## src/inc/pcr_defines.svh

```systemverilog
// Purpose: Field positions and fixed values of the profiler capability words
// Assumes: Included by bare name from the capability report design file
// Notes: Definitions only
`ifndef PCR_DEFINES_SVH
`define PCR_DEFINES_SVH

// ----------------------------------------
// Filter capability word layout
// ----------------------------------------
`define PCR_F_LATW_HI 4
`define PCR_F_LATW_LO 0
`define PCR_F_ADDR 5
`define PCR_F_RND_HI 8
`define PCR_F_RND_LO 6
`define PCR_F_VER_HI 15
`define PCR_F_VER_LO 9
`define PCR_F_MINBUF_HI 23
`define PCR_F_MINBUF_LO 16
`define PCR_F_RSV_HI 27
`define PCR_F_RSV_LO 24
`define PCR_F_BRPRED 28
`define PCR_F_IPRANGE 29
`define PCR_F_CLEVEL 30
`define PCR_F_CLAT 31

// ----------------------------------------
// Feature word layout
// ----------------------------------------
`define PCR_E_AVAIL 0
`define PCR_E_EV_HI 6
`define PCR_E_EV_LO 1
`define PCR_E_BRE 3
`define PCR_E_DME 4
`define PCR_E_RSV_HI 28
`define PCR_E_RSV_LO 7
`define PCR_E_CONT 29
`define PCR_E_PTSC 30
`define PCR_E_INT 31

// ----------------------------------------
// Fixed values
// ----------------------------------------
`define PCR_VERSION 7'h01
`define PCR_XMASK_BIT 62
`define PCR_LATW_MIN 5'h0a
`define PCR_LATW_MAX 5'h1f
`define PCR_RND_MAX 3'h4
`define PCR_CFG_RESET 32'h00000000
`define PCR_WORD_ZERO 32'h00000000

`endif

```

## src/inc/pcr_pkg.sv

```systemverilog
// Purpose: Types shared by the capability report design
// Assumes: Constants live in pcr_defines.svh
// Notes: Query and register selects
package pcr_pkg;

  // Which capability word a query returns
  typedef enum logic [1:0] {
    PCR_Q_APP,
    PCR_Q_FILTER,
    PCR_Q_FEATURE,
    PCR_Q_NONE
  } pcr_query_type;

  // Which model-specific register an access names
  typedef enum logic {
    PCR_M_CONFIG,
    PCR_M_CBPTR
  } pcr_msr_type;

endpackage : pcr_pkg

```

## src/design/pcr_cap_gate.sv

```systemverilog
// Purpose: Registered gating of a control field by its capability bit
// Assumes: Same clock domain as the caller
// Notes: Output reads zero while the capability is absent
`timescale 1ns/1ps
`default_nettype none

module pcr_cap_gate #(
  parameter int WIDTH = 1
) (
  input wire logic clk,
  input wire logic rst_n,
  input wire logic cap,
  input wire logic [WIDTH-1:0] ctl,
  output var logic [WIDTH-1:0] gated
);

  // ----------------------------------------
  // Gate
  // ----------------------------------------
  // A missing capability makes the control invisible downstream
  always_ff @(posedge clk or negedge rst_n) begin
    if (!rst_n) begin
      gated <= '0;
    end else begin
      gated <= cap ? ctl : '0;
    end
  end

  // ----------------------------------------
  // Checks
  // ----------------------------------------
  gate_off_zero_a: assert property (@(posedge clk) disable iff (!rst_n)
    !cap |=> gated == '0) else $error("Control passed without capability");

endmodule : pcr_cap_gate

`default_nettype wire

```

## src/design/pcr_capability_report.sv

```systemverilog
// Purpose: Capability words, register gating and filter gating of the profiler
// Assumes: All inputs are on CLK_SYS; capabilities are fixed by parameters
// Notes: Queries and register accesses answer one cycle after the request
//
// Overview of operation
// Latency width 10..31, zero without miss event
// Address bit only with miss event support
// Rounding 0..4, zero without miss event
// Version field reads one
// Minimum ring buffer in 32-record units
// Prediction filtering only when capability set
// Address range filtering ignored without capability
// Cache level filtering only when capable
// Latency filtering only when capable
// Miss event implies latency or level filter
// Supported bit copies extended flag 15
// Event bits 1..6, reserved 7..28
// Bits 29..31 report mode features
// Registers accessible only with flag 15
// Operating system enables mask bit 62
// Newly enabled mask leaves profiler disabled
// Application word: bit62 copy plus config
// Reserved capability bits read zero
`timescale 1ns/1ps
`default_nettype none

`include "pcr_defines.svh"

module pcr_capability_report import pcr_pkg::*; #(
  parameter logic [4:0] LATENCY_BITS = 5'h10,
  parameter logic [2:0] LATENCY_ROUND = 3'h0,
  parameter logic [7:0] MIN_BUFFER_UNITS = 8'h00,
  parameter logic [5:0] EVENT_CAPS = 6'h3f,
  parameter logic MISS_ADDRESS = 1'b1,
  parameter logic BRANCH_PRED = 1'b1,
  parameter logic IP_RANGE = 1'b1,
  parameter logic CACHE_LEVEL = 1'b0,
  parameter logic CACHE_LATENCY = 1'b1,
  parameter logic CONT_SAMPLING = 1'b1,
  parameter logic TIMESTAMP = 1'b1,
  parameter logic THRESHOLD_IRQ = 1'b1,
  parameter int CB_WIDTH = 64,
  parameter int LAT_CTL_WIDTH = 12
) (
  input wire logic CLK_SYS,
  input wire logic RSTN,
  input wire logic EXT_FLAG_PROFILER,
  input wire logic QUERY_REQ,
  input wire logic [1:0] QUERY_SEL,
  output var logic QUERY_VALID,
  output var logic [31:0] QUERY_DATA,
  input wire logic XMASK_WE,
  input wire logic [63:0] XMASK_WDATA,
  input wire logic MSR_REQ,
  input wire logic MSR_WE,
  input wire logic MSR_SEL,
  input wire logic [CB_WIDTH-1:0] MSR_WDATA,
  output var logic MSR_ACK,
  output var logic MSR_FAULT,
  output var logic [CB_WIDTH-1:0] MSR_RDATA,
  output var logic [CB_WIDTH-1:0] CB_POINTER,
  output var logic PROFILER_ACTIVE,
  input wire logic MISPREDICTED_CTL,
  input wire logic PREDICTED_CTL,
  input wire logic IP_INVERT,
  input wire logic IP_ENABLE,
  input wire logic [CB_WIDTH-1:0] IP_LOW,
  input wire logic [CB_WIDTH-1:0] IP_HIGH,
  input wire logic CLEVEL_CTL,
  input wire logic [LAT_CTL_WIDTH-1:0] MIN_LATENCY,
  output var logic [1:0] BRANCH_FILTER,
  output var logic [1:0] IP_FILTER,
  output var logic [CB_WIDTH-1:0] IP_LOW_EFF,
  output var logic [CB_WIDTH-1:0] IP_HIGH_EFF,
  output var logic CLEVEL_FILTER,
  output var logic [LAT_CTL_WIDTH-1:0] MIN_LATENCY_EFF
);

  // ----------------------------------------
  // Capability words
  // ----------------------------------------
  logic dme;
  logic bre;
  logic lat_cap;
  logic lvl_cap;
  logic [31:0] filter_word;
  logic [31:0] feature_word;
  logic [31:0] app_word;
  logic [31:0] config_bits;
  logic mask_bit;
  logic [CB_WIDTH-1:0] cb_ptr;

  // Filter fields depending on miss-event support collapse to zero without it
  assign dme = EVENT_CAPS[`PCR_E_DME - `PCR_E_EV_LO];
  assign bre = EVENT_CAPS[`PCR_E_BRE - `PCR_E_EV_LO];
  // A miss event with neither filter is illegal, so latency filtering is forced
  assign lat_cap = dme & (CACHE_LATENCY | ~CACHE_LEVEL); // see R9
  assign lvl_cap = dme & CACHE_LEVEL;

  // Filter capability word, reserved bits held at zero
  always_comb begin
    filter_word = `PCR_WORD_ZERO;
    filter_word[`PCR_F_LATW_HI:`PCR_F_LATW_LO] = dme ? LATENCY_BITS : 5'h00;
    filter_word[`PCR_F_ADDR] = dme & MISS_ADDRESS;
    filter_word[`PCR_F_RND_HI:`PCR_F_RND_LO] = dme ? LATENCY_ROUND : 3'h0;
    filter_word[`PCR_F_VER_HI:`PCR_F_VER_LO] = `PCR_VERSION;
    filter_word[`PCR_F_MINBUF_HI:`PCR_F_MINBUF_LO] = MIN_BUFFER_UNITS;
    filter_word[`PCR_F_BRPRED] = bre & BRANCH_PRED;
    filter_word[`PCR_F_IPRANGE] = IP_RANGE;
    filter_word[`PCR_F_CLEVEL] = lvl_cap;
    filter_word[`PCR_F_CLAT] = lat_cap;
  end

  // Feature word, reserved bits held at zero
  always_comb begin
    feature_word = `PCR_WORD_ZERO;
    feature_word[`PCR_E_AVAIL] = EXT_FLAG_PROFILER;
    feature_word[`PCR_E_EV_HI:`PCR_E_EV_LO] = EVENT_CAPS;
    feature_word[`PCR_E_CONT] = CONT_SAMPLING;
    feature_word[`PCR_E_PTSC] = TIMESTAMP;
    feature_word[`PCR_E_INT] = THRESHOLD_IRQ;
  end

  // Application word: enable copy in bit 0, configuration above
  always_comb begin
    app_word = config_bits;
    app_word[`PCR_E_AVAIL] = mask_bit;
  end

  // ----------------------------------------
  // Query answer
  // ----------------------------------------
  // One-cycle answer; an unused select reads zero
  always_ff @(posedge CLK_SYS or negedge RSTN) begin
    if (!RSTN) begin
      QUERY_VALID <= 1'b0;
      QUERY_DATA <= `PCR_WORD_ZERO;
    end else begin
      QUERY_VALID <= QUERY_REQ;
      if (QUERY_REQ) begin
        unique case (pcr_query_type'(QUERY_SEL))
          PCR_Q_APP: QUERY_DATA <= app_word;
          PCR_Q_FILTER: QUERY_DATA <= filter_word;
          PCR_Q_FEATURE: QUERY_DATA <= feature_word;
          PCR_Q_NONE: QUERY_DATA <= `PCR_WORD_ZERO;
        endcase
      end
    end
  end

  // ----------------------------------------
  // Extended state mask bit
  // ----------------------------------------
  logic mask_rise;
  logic next_mask_bit;

  // The operating system writes the mask; only the profiler's bit is kept
  assign next_mask_bit = XMASK_WE ? XMASK_WDATA[`PCR_XMASK_BIT] : mask_bit;
  assign mask_rise = next_mask_bit & ~mask_bit;

  always_ff @(posedge CLK_SYS or negedge RSTN) begin
    if (!RSTN) begin
      mask_bit <= 1'b0;
    end else begin
      mask_bit <= next_mask_bit;
    end
  end

  // ----------------------------------------
  // Model-specific register access
  // ----------------------------------------
  logic msr_ok;
  logic cfg_wr;
  logic cfg_bad;
  logic ptr_wr;
  logic [31:0] cfg_allowed;

  // Only features that the feature word offers may be enabled
  assign cfg_allowed = {feature_word[`PCR_E_INT:`PCR_E_AVAIL + 1], 1'b0};
  assign msr_ok = MSR_REQ & EXT_FLAG_PROFILER;
  assign cfg_bad = |(MSR_WDATA[31:0] & ~cfg_allowed);
  assign cfg_wr = msr_ok & MSR_WE & (pcr_msr_type'(MSR_SEL) == PCR_M_CONFIG) & ~cfg_bad;
  assign ptr_wr = msr_ok & MSR_WE & (pcr_msr_type'(MSR_SEL) == PCR_M_CBPTR);

  // Configuration bits, a subset of the feature word
  always_ff @(posedge CLK_SYS or negedge RSTN) begin
    if (!RSTN) begin
      config_bits <= `PCR_CFG_RESET;
    end else if (cfg_wr) begin
      config_bits <= MSR_WDATA[31:0] & cfg_allowed;
    end
  end

  // Access answer; a refused access faults and reads zero
  always_ff @(posedge CLK_SYS or negedge RSTN) begin
    if (!RSTN) begin
      MSR_ACK <= 1'b0;
      MSR_FAULT <= 1'b0;
      MSR_RDATA <= '0;
    end else begin
      MSR_ACK <= MSR_REQ;
      MSR_FAULT <= MSR_REQ & (~EXT_FLAG_PROFILER | (MSR_WE & ~MSR_SEL & cfg_bad));
      if (!msr_ok || MSR_WE) begin
        MSR_RDATA <= '0;
      end else if (pcr_msr_type'(MSR_SEL) == PCR_M_CONFIG) begin
        MSR_RDATA <= {{(CB_WIDTH-32){1'b0}}, config_bits};
      end else begin
        MSR_RDATA <= cb_ptr;
      end
    end
  end

  // ----------------------------------------
  // Control block pointer
  // ----------------------------------------
  // A fresh enable wins over a pointer write in the same cycle,
  // so the profiler always starts disabled
  always_ff @(posedge CLK_SYS or negedge RSTN) begin
    if (!RSTN) begin
      cb_ptr <= '0;
    end else if (mask_rise || !next_mask_bit) begin
      cb_ptr <= '0;
    end else if (ptr_wr) begin
      cb_ptr <= MSR_WDATA;
    end
  end

  // Registered copies for the profiler engine
  always_ff @(posedge CLK_SYS or negedge RSTN) begin
    if (!RSTN) begin
      CB_POINTER <= '0;
      PROFILER_ACTIVE <= 1'b0;
    end else begin
      CB_POINTER <= cb_ptr;
      PROFILER_ACTIVE <= mask_bit & (|cb_ptr);
    end
  end

  // ----------------------------------------
  // Filter gating
  // ----------------------------------------
  // Each control is dropped when its capability is absent
  pcr_cap_gate #(.WIDTH(2)) u_branch_gate (
    .clk(CLK_SYS),
    .rst_n(RSTN),
    .cap(filter_word[`PCR_F_BRPRED]),
    .ctl({MISPREDICTED_CTL, PREDICTED_CTL}),
    .gated(BRANCH_FILTER)
  );

  pcr_cap_gate #(.WIDTH(2 + 2 * CB_WIDTH)) u_ip_gate (
    .clk(CLK_SYS),
    .rst_n(RSTN),
    .cap(filter_word[`PCR_F_IPRANGE]),
    .ctl({IP_INVERT, IP_ENABLE, IP_LOW, IP_HIGH}),
    .gated({IP_FILTER, IP_LOW_EFF, IP_HIGH_EFF})
  );

  pcr_cap_gate #(.WIDTH(1)) u_level_gate (
    .clk(CLK_SYS),
    .rst_n(RSTN),
    .cap(lvl_cap),
    .ctl(CLEVEL_CTL),
    .gated(CLEVEL_FILTER)
  );

  pcr_cap_gate #(.WIDTH(LAT_CTL_WIDTH)) u_lat_gate (
    .clk(CLK_SYS),
    .rst_n(RSTN),
    .cap(lat_cap),
    .ctl(MIN_LATENCY),
    .gated(MIN_LATENCY_EFF)
  );

  // ----------------------------------------
  // Checks
  // ----------------------------------------
  logic filt_q;
  logic feat_q;
  logic app_q;

  // Remember which word the last query asked for
  always_ff @(posedge CLK_SYS or negedge RSTN) begin
    if (!RSTN) begin
      filt_q <= 1'b0;
      feat_q <= 1'b0;
      app_q <= 1'b0;
    end else begin
      filt_q <= QUERY_REQ & (QUERY_SEL == PCR_Q_FILTER);
      feat_q <= QUERY_REQ & (QUERY_SEL == PCR_Q_FEATURE);
      app_q <= QUERY_REQ & (QUERY_SEL == PCR_Q_APP);
    end
  end

  latency_width_a: assert property (@(posedge CLK_SYS) disable iff (!RSTN)
    filt_q |-> (dme ? (QUERY_DATA[`PCR_F_LATW_HI:`PCR_F_LATW_LO] inside
      {[`PCR_LATW_MIN:`PCR_LATW_MAX]}) : QUERY_DATA[`PCR_F_LATW_HI:`PCR_F_LATW_LO] == 5'h00))
    else $error("Latency width out of range");

  miss_address_a: assert property (@(posedge CLK_SYS) disable iff (!RSTN)
    filt_q && !dme |-> !QUERY_DATA[`PCR_F_ADDR]) else $error("Address bit without miss event");

  rounding_range_a: assert property (@(posedge CLK_SYS) disable iff (!RSTN)
    filt_q |-> QUERY_DATA[`PCR_F_RND_HI:`PCR_F_RND_LO] <= (dme ? `PCR_RND_MAX : 3'h0))
    else $error("Rounding bad");

  version_field_a: assert property (@(posedge CLK_SYS) disable iff (!RSTN)
    filt_q |-> QUERY_DATA[`PCR_F_VER_HI:`PCR_F_VER_LO] == `PCR_VERSION)
    else $error("Version field wrong");

  // Minimum size is a plain copy of the build choice, zero meaning no minimum
  min_buffer_a: assert property (@(posedge CLK_SYS) disable iff (!RSTN)
    filt_q |-> QUERY_DATA[`PCR_F_MINBUF_HI:`PCR_F_MINBUF_LO] == MIN_BUFFER_UNITS)
    else $error("Minimum buffer field wrong");

  branch_cap_a: assert property (@(posedge CLK_SYS) disable iff (!RSTN)
    filt_q && !bre |-> !QUERY_DATA[`PCR_F_BRPRED]) else $error("Prediction bit without event");

  // Without the miss event neither cache filter may be offered
  cache_bits_a: assert property (@(posedge CLK_SYS) disable iff (!RSTN)
    filt_q && !dme |-> !QUERY_DATA[`PCR_F_CLAT] && !QUERY_DATA[`PCR_F_CLEVEL])
    else $error("Cache filter without miss event");

  level_or_lat_a: assert property (@(posedge CLK_SYS) disable iff (!RSTN)
    filt_q && dme |-> QUERY_DATA[`PCR_F_CLAT] || QUERY_DATA[`PCR_F_CLEVEL])
    else $error("No cache filter offered");

  supported_copy_a: assert property (@(posedge CLK_SYS) disable iff (!RSTN)
    feat_q |-> QUERY_DATA[`PCR_E_AVAIL] == $past(EXT_FLAG_PROFILER))
    else $error("Supported bit wrong");

  event_bits_a: assert property (@(posedge CLK_SYS) disable iff (!RSTN)
    feat_q |-> QUERY_DATA[`PCR_E_EV_HI:`PCR_E_EV_LO] == EVENT_CAPS)
    else $error("Event support bits wrong");

  mode_bits_a: assert property (@(posedge CLK_SYS) disable iff (!RSTN)
    feat_q |-> QUERY_DATA[`PCR_E_INT:`PCR_E_CONT] == {THRESHOLD_IRQ, TIMESTAMP, CONT_SAMPLING})
    else $error("Mode feature bits wrong");

  reserved_zero_a: assert property (@(posedge CLK_SYS) disable iff (!RSTN)
    (filt_q |-> QUERY_DATA[`PCR_F_RSV_HI:`PCR_F_RSV_LO] == 4'h0) and
    (feat_q |-> QUERY_DATA[`PCR_E_RSV_HI:`PCR_E_RSV_LO] == 22'h000000))
    else $error("Reserved bits not zero");

  msr_gated_a: assert property (@(posedge CLK_SYS) disable iff (!RSTN)
    MSR_REQ && !EXT_FLAG_PROFILER |=> MSR_ACK && MSR_FAULT && MSR_RDATA == '0)
    else $error("Register reachable without flag");

  enable_clears_a: assert property (@(posedge CLK_SYS) disable iff (!RSTN)
    mask_rise |=> cb_ptr == '0 ##1 !PROFILER_ACTIVE) else $error("Enable left profiler on");

  app_copy_a: assert property (@(posedge CLK_SYS) disable iff (!RSTN)
    app_q |-> QUERY_DATA[`PCR_E_AVAIL] == $past(mask_bit) &&
      (QUERY_DATA[`PCR_E_INT:`PCR_E_AVAIL + 1] & ~feature_word[`PCR_E_INT:`PCR_E_AVAIL + 1]) == '0)
    else $error("Application word wrong");

endmodule : pcr_capability_report

`default_nettype wire

```

## config.mk

```make
export PLATFORM = sky130hd
export DESIGN_NAME = pcr_capability_report
export DESIGN_NICKNAME = d
export VERILOG_FILES = /design/src/inc/pcr_pkg.sv /design/src/design/pcr_cap_gate.sv /design/src/design/pcr_capability_report.sv
export VERILOG_INCLUDE_DIRS = /design/src /design/src/inc
export SDC_FILE = /design/constraint.sdc
export NUM_CORES = 1
export LEC_CHECK = 0
export ABC_CLOCK_PERIOD_IN_PS = 3250
export BUFFER_PORTS_ARGS = -buffer_cell sky130_fd_sc_hd__buf_2
export CORE_MARGIN = 10
export CORE_UTILIZATION = 25
export CTS_BUF_LIST = sky130_fd_sc_hd__clkbuf_4
export CTS_CLUSTER_DIAMETER = 100
export DETAILED_ROUTE_END_ITERATION = 10
export GPL_ROUTABILITY_DRIVEN = 0
export PLACE_DENSITY_LB_ADDON = 0.3
export SYNTH_ARGS = -nofsm -noshare
export SYNTH_HDL_FRONTEND = slang
export SYNTH_HIERARCHICAL = 1
export SYNTH_SLANG_ARGS = --single-unit
```

## constraint.sdc

```tcl
create_clock -name CLK_SYS -period 3.25 [get_ports CLK_SYS]
set_clock_uncertainty 0.05 [all_clocks]
set_input_delay 0.4875 -clock CLK_SYS [delete_from_list [all_inputs] [get_ports CLK_SYS]]
set_output_delay 0.4875 -clock CLK_SYS [all_outputs]
set_load 0.01 [all_outputs]
```

; Word-level counts from Yosys, hierarchy flattened
; Index checks and enable logic that the tools add are counted.
; W data, S select, Z words.
[op_classes]
magnitude_cmp = 0
multipliers = 0
eq_ne = 3
n_bitwise = 15
n_div = 0
n_shift = 0
add_sub_neg = 0
reduce_logical = 8
muxes = 6
[op_table]
columns = cell, count
row1 = $mux W64, 4
row2 = $pmux W32 S4, 1
row3 = $reduce_or A64 Y1, 1
row4 = $reduce_or A23 Y1, 1
row5 = $and A1 B1 Y1, 10
row6 = $eq A2 B2 Y1 const B, 2
row7 = $not A1 Y1, 4
row8 = $eq A2 B1 Y1 const B, 1
row9 = $logic_not A1 Y1, 2
row10 = $logic_not A2 Y1, 1
row11 = $logic_or A1 B1 Y1, 2
row12 = $reduce_bool A2 Y1, 1
row13 = $mux W1, 1
row14 = $or A1 B1 Y1, 1
[totals]
ram_bits = 0
n_memories = 0
wordCells = 45
mem_bits_ro = 0
reg_bits = 382
out_inout_bits = 309
latch_bits = 0

; Depth between registers and ports, before layout
[depth]
ltp_word = 5
ltp_mapped = 5
mapped_depth_nobuf = 5

; Modules after synthesis
; Netlist, hierarchy kept.
[by_module_without_submodules]
columns = mod, n_inst, cells_per_inst, area_per_inst_um2, seq_area_each_um2
row1 = pcr_capability_report, 1, 622, 7558.5, 5430.2
row2 = pcr_cap_gate (u_ip_gate), 1, 274, 4205.3, 3253.1
row3 = pcr_cap_gate (u_lat_gate), 1, 25, 396.6, 300.3
row4 = pcr_cap_gate (u_branch_gate), 1, 4, 62.6, 50.0
row5 = pcr_cap_gate (u_level_gate), 1, 2, 31.3, 25.0

; Least setup slack after synthesis
; OpenSTA, ideal clock, no wires.
[synth_path]
path_type = input port to flip-flop
start = input MSR_WDATA[11]
end = register config_bits[1]
cell_stages = 4
t_arrival_ns = 1.667
path_buffers = 0
slack_ns = 1.408
setup_ns = 0.125
cell_sequence = nor4_1 > nand4_1 > nor3_4 > mux2_2
[synth_between]
elab_chain_cells = 3
[synth_rtl]
columns = item, line
row1 = start: declaration, pcr_capability_report.sv:57  ; input wire logic [CB_WIDTH-1:0] MSR_WDATA,
row2 = $reduce_or A23 Y1, pcr_capability_report.sv:181  ; assign cfg_bad = |(MSR_WDATA[31:0] & ~cfg_allowed);
row3 = $not A1 Y1, pcr_capability_report.sv:182  ; assign cfg_wr = msr_ok & MSR_WE & (pcr_msr_type'(MSR_SEL) == PCR_M_CONFIG) & ~cfg_bad;
row4 = $and A1 B1 Y1, pcr_capability_report.sv:182
row5 = end signal: assignment, pcr_capability_report.sv:188  ; config_bits <= `PCR_CFG_RESET;
row6 = end signal: assignment, pcr_capability_report.sv:190  ; config_bits <= MSR_WDATA[31:0] & cfg_allowed;
row7 = end: declaration, pcr_capability_report.sv:89  ; logic [31:0] config_bits;
; Every way passes these cells.
; A chain may end at the register's enable or synchronous reset.

; Worst setup path in the final report
[layout_path]
start = input MSR_WDATA[11]
end = register config_bits[31]
; Same word-level chain as after synthesis.

==> flow_metrics.env <==
export IMPL_drive_gt1_frac=0.390
export IMPL_final_max_slew_viol_count=0
export IMPL_setup_tns_final_ns=0
export IMPL_ios=592
export IMPL_fp_dieH_um=241
export IMPL_p_total_uw=9900
export IMPL_root_buffer="clkbuf_4"
export IMPL_final_cells=2482
export IMPL_regToRegEndpoint="PROFILER_ACTIVE"
export IMPL_tightest_slew_ns=0.786
export IMPL_switching_power_uw=2450
export IMPL_p_seq_frac=0.475
export IMPL_dp_cells=2082
export IMPL_endpoint_kind="flip-flop"
export IMPL_synth_warnings=6
export IMPL_start_util=0.251
export IMPL_syn_to_final_growth_pct=55.5
export IMPL_max_stage_delay_ns=0.56
export IMPL_worstHoldStart="MSR_SEL"
export IMPL_drtIter0Drc=347
export IMPL_antenna_found_initial=6
export IMPL_clock_sinks=362
export IMPL_synth_cell_type_count=29
export IMPL_status="finished, final reports clean"
export IMPL_tritoncts="built"
export IMPL_worstSetupStartpointType="input port"
export IMPL_grt_pass1_wl_um=65400
export IMPL_p_int_uw=7450
export IMPL_die_area_um2=58300
export IMPL_grt_usage=0.148
export IMPL_fin_crit_ns=2.25
export IMPL_ant_nets=0
export IMPL_synth_area_um2=12300
export IMPL_power_leakage_uw=0.0101
export IMPL_cap_violations=0
export IMPL_vias_per_cell=3.99
export IMPL_p_sw_frac=0.248
export IMPL_cts_inserted_buffers=99
export IMPL_holdPathStages=3
export IMPL_crit_required_ns=3.88
export IMPL_h_tree_depth=3
export IMPL_vias=9895
export IMPL_mostFrequentLayoutCells="buf_2, dfrtp_1, dlygate4sd3_1, and2_1, clkbuf_4"
export IMPL_rr_worst_depth=3
export IMPL_num_rows=81
export IMPL_timing_rr_start="cb_ptr[59]"
export IMPL_fin_crit_sh=0.692
export IMPL_crit_path_start="MSR_WDATA[11]"
export IMPL_grt_max_degree=101
export IMPL_holdPathEnd="MSR_RDATA[29]"
export IMPL_worstPathCellList="dlygate4sd3_1 > buf_2 > nor4_1 > nand4_1 > nor3_4 > mux2_2"
export IMPL_clkLatencyLatePin_ns=0.80
export IMPL_final_common_cell="buf_2"
export IMPL_hold_viol_final=0
export IMPL_hold_class="input port to flip-flop"
export IMPL_regToRegSetupSlack_ns=1.39
export IMPL_drc=0
export IMPL_io_buffer_count=508
export IMPL_wl_um=44100
export IMPL_synthCells=927
export IMPL_ys_seq_area_frac=0.739
export IMPL_setup_viol=0
export IMPL_cp_arrival_ns=2.88
export IMPL_ctsResizeCount=0
export IMPL_clockBufferDepth=3
export IMPL_worst_path_max_fanout=9
export IMPL_synth_seq_cells=362
export IMPL_peakVddDrop_uv=290
export IMPL_critPathSlowestCell="nor3_4"
export IMPL_worstSetupPathType="input port to flip-flop"
export IMPL_p_clk_frac=0.430
export IMPL_power_frac_comb=0.095
export IMPL_max_freq_mhz=444
export IMPL_slew_headroom=0.476
export IMPL_num_nets_final=2022
export IMPL_clkSlewWorstSetupHoldPaths_ns=0.06
export IMPL_wl_per_cell_um=17.8
export IMPL_die_w_um=241
export IMPL_synth_area_per_cell_um2=13.2
export IMPL_gr_total_overflow=0
export IMPL_drtPass1Iterations=4
export IMPL_core_um2=48700
export IMPL_powerDensity_nw_per_um2=520
export IMPL_rsz0062_at_grt="false"
export IMPL_dpl_hpwl_um=31700
export IMPL_grt_pass1_vias=11100
==> sequential cells by signal, summed over array words and instances (netlist names) <==
signal and count:
mask_bit 1, u_branch_gate/gated 2, cb_ptr 64, CB_POINTER 64, MSR_RDATA 64, config_bits 9, MSR_FAULT 1, u_ip_gate/gated 130
QUERY_VALID 1, PROFILER_ACTIVE 1, u_lat_gate/gated 12, u_level_gate/gated 1, MSR_ACK 1, QUERY_DATA 11
==> power by group through the flow <==
stage / clock network [µW] / logic (µW) / registers, µW
floorplan: 0 / 221 / 4840
global placement: 0 / 734 / 4780
detailed placement: 0 / 738 / 4780
CTS: 4440 / 952 / 4700
global route: 4700 / 1040 / 4710
finish: 4260 / 945 / 4700
==> synthesized netlist by cell type <==
master,number,area (µm²)
dfrtp_1,362,9060
and2_1,192,1200
nand2_1,129,484
a21oi_1,83,415
clkbuf_1,23,86.3
buf_4,21,158
nor4_1,21,131
nor2_1,20,75.1
buf_6,12,135
mux2_2,11,124
mux2i_1,9,90.1
and2_2,8,60.1
nand4_1,6,37.5
buf_2,5,25.0
inv_1,4,15.0
buf_1,3,11.3
ha_1,3,37.5
nor2b_1,3,18.8
conb_1,2,7.51
a21boi_0,1,7.51
a22oi_1,1,7.51
and4_1,1,8.76
nand3_1,1,5.00
nand3b_2,1,11.3
nor3_1,1,5.00
nor3_4,1,16.3
o21ai_0,1,5.00
o21ai_1,1,5.00
o41a_1,1,11.3
==> metrics by stage <==
step                 util  instance area [µm²]  hold slack [ns]  setup WS (ns)
finish              0.391                19100            0.152           1.00
global route        0.391                19000           0.0663          0.975
CTS                 0.390                19000           0.0233           1.10
detailed placement  0.319                15600            0.354          0.742
global placement    0.319                15600            0.351          0.684
floorplan               -                12400            0.142           1.41
==> worst max-delay path, delay by kind of cell <==
| kind | cells | cell delay [ns] |
|---|---|---|
| simple gates | 3 | 1.31 |
| buf+inv | 2 | 0.66 |
| mux | 1 | 0.40 |
==> worst max path at each step <==
stage | slack (ns) | end | cells past startpoint
floorplan | 1.41 | config_bits[1] | 4
global placement | 0.68 | config_bits[30] | 6
detailed placement | 0.74 | config_bits[31] | 6
CTS | 1.10 | config_bits[1] | 7
global route | 0.98 | config_bits[3] | 6
finish | 1.0 | config_bits[31] | 6
==> metal layers <==
metal	vias to the layer above	routed length, µm	global-route usage
met5	-	13	0
met4	2	862	0.0528
met3	63	4400	0.0640
met2	403	22100	0.248
met1	4818	16700	0.163
li1	4609	-	-
==> cell type report <==
cell class                      count  area [µm²]
Tap cell                          664         831
Antenna cell                        8        20.0
Multi-Input combinational cell    525        2890
Clock buffer                      145        1090
Clock inverter                     30         221
Timing Repair Buffer              744        4930
Sequential cell                   362        9060
Fill cell                        4701       29700
Inverter                            4        15.0
==> kinds of logic (layout without fill, tap and decap cells) <==
| group | count (synthesis) | after routing | synth area share |
|---|---|---|---|
| AO/OA/AOI/OAI | 88 | 88 | 0.0369 |
| flip-flops | 362 | 362 | 0.739 |
| other | 2 | 38 | 0.000613 |
| adder cells (fa/ha/maj) | 3 | 3 | 0.00306 |
| buffers and inverters | 68 | 923 | 0.0351 |
| multiplexers | 20 | 20 | 0.0175 |
| AND/OR/NAND/NOR | 384 | 384 | 0.168 |
==> repair_timing <==
| item | in CTS | in global routing |
|---|---|---|
| hold endpoints to repair | 311 | 0 |
| hold buffers | 217 | 0 |
| setup buffers | 0 | 0 |
Power figures use the tool's default switching activity.
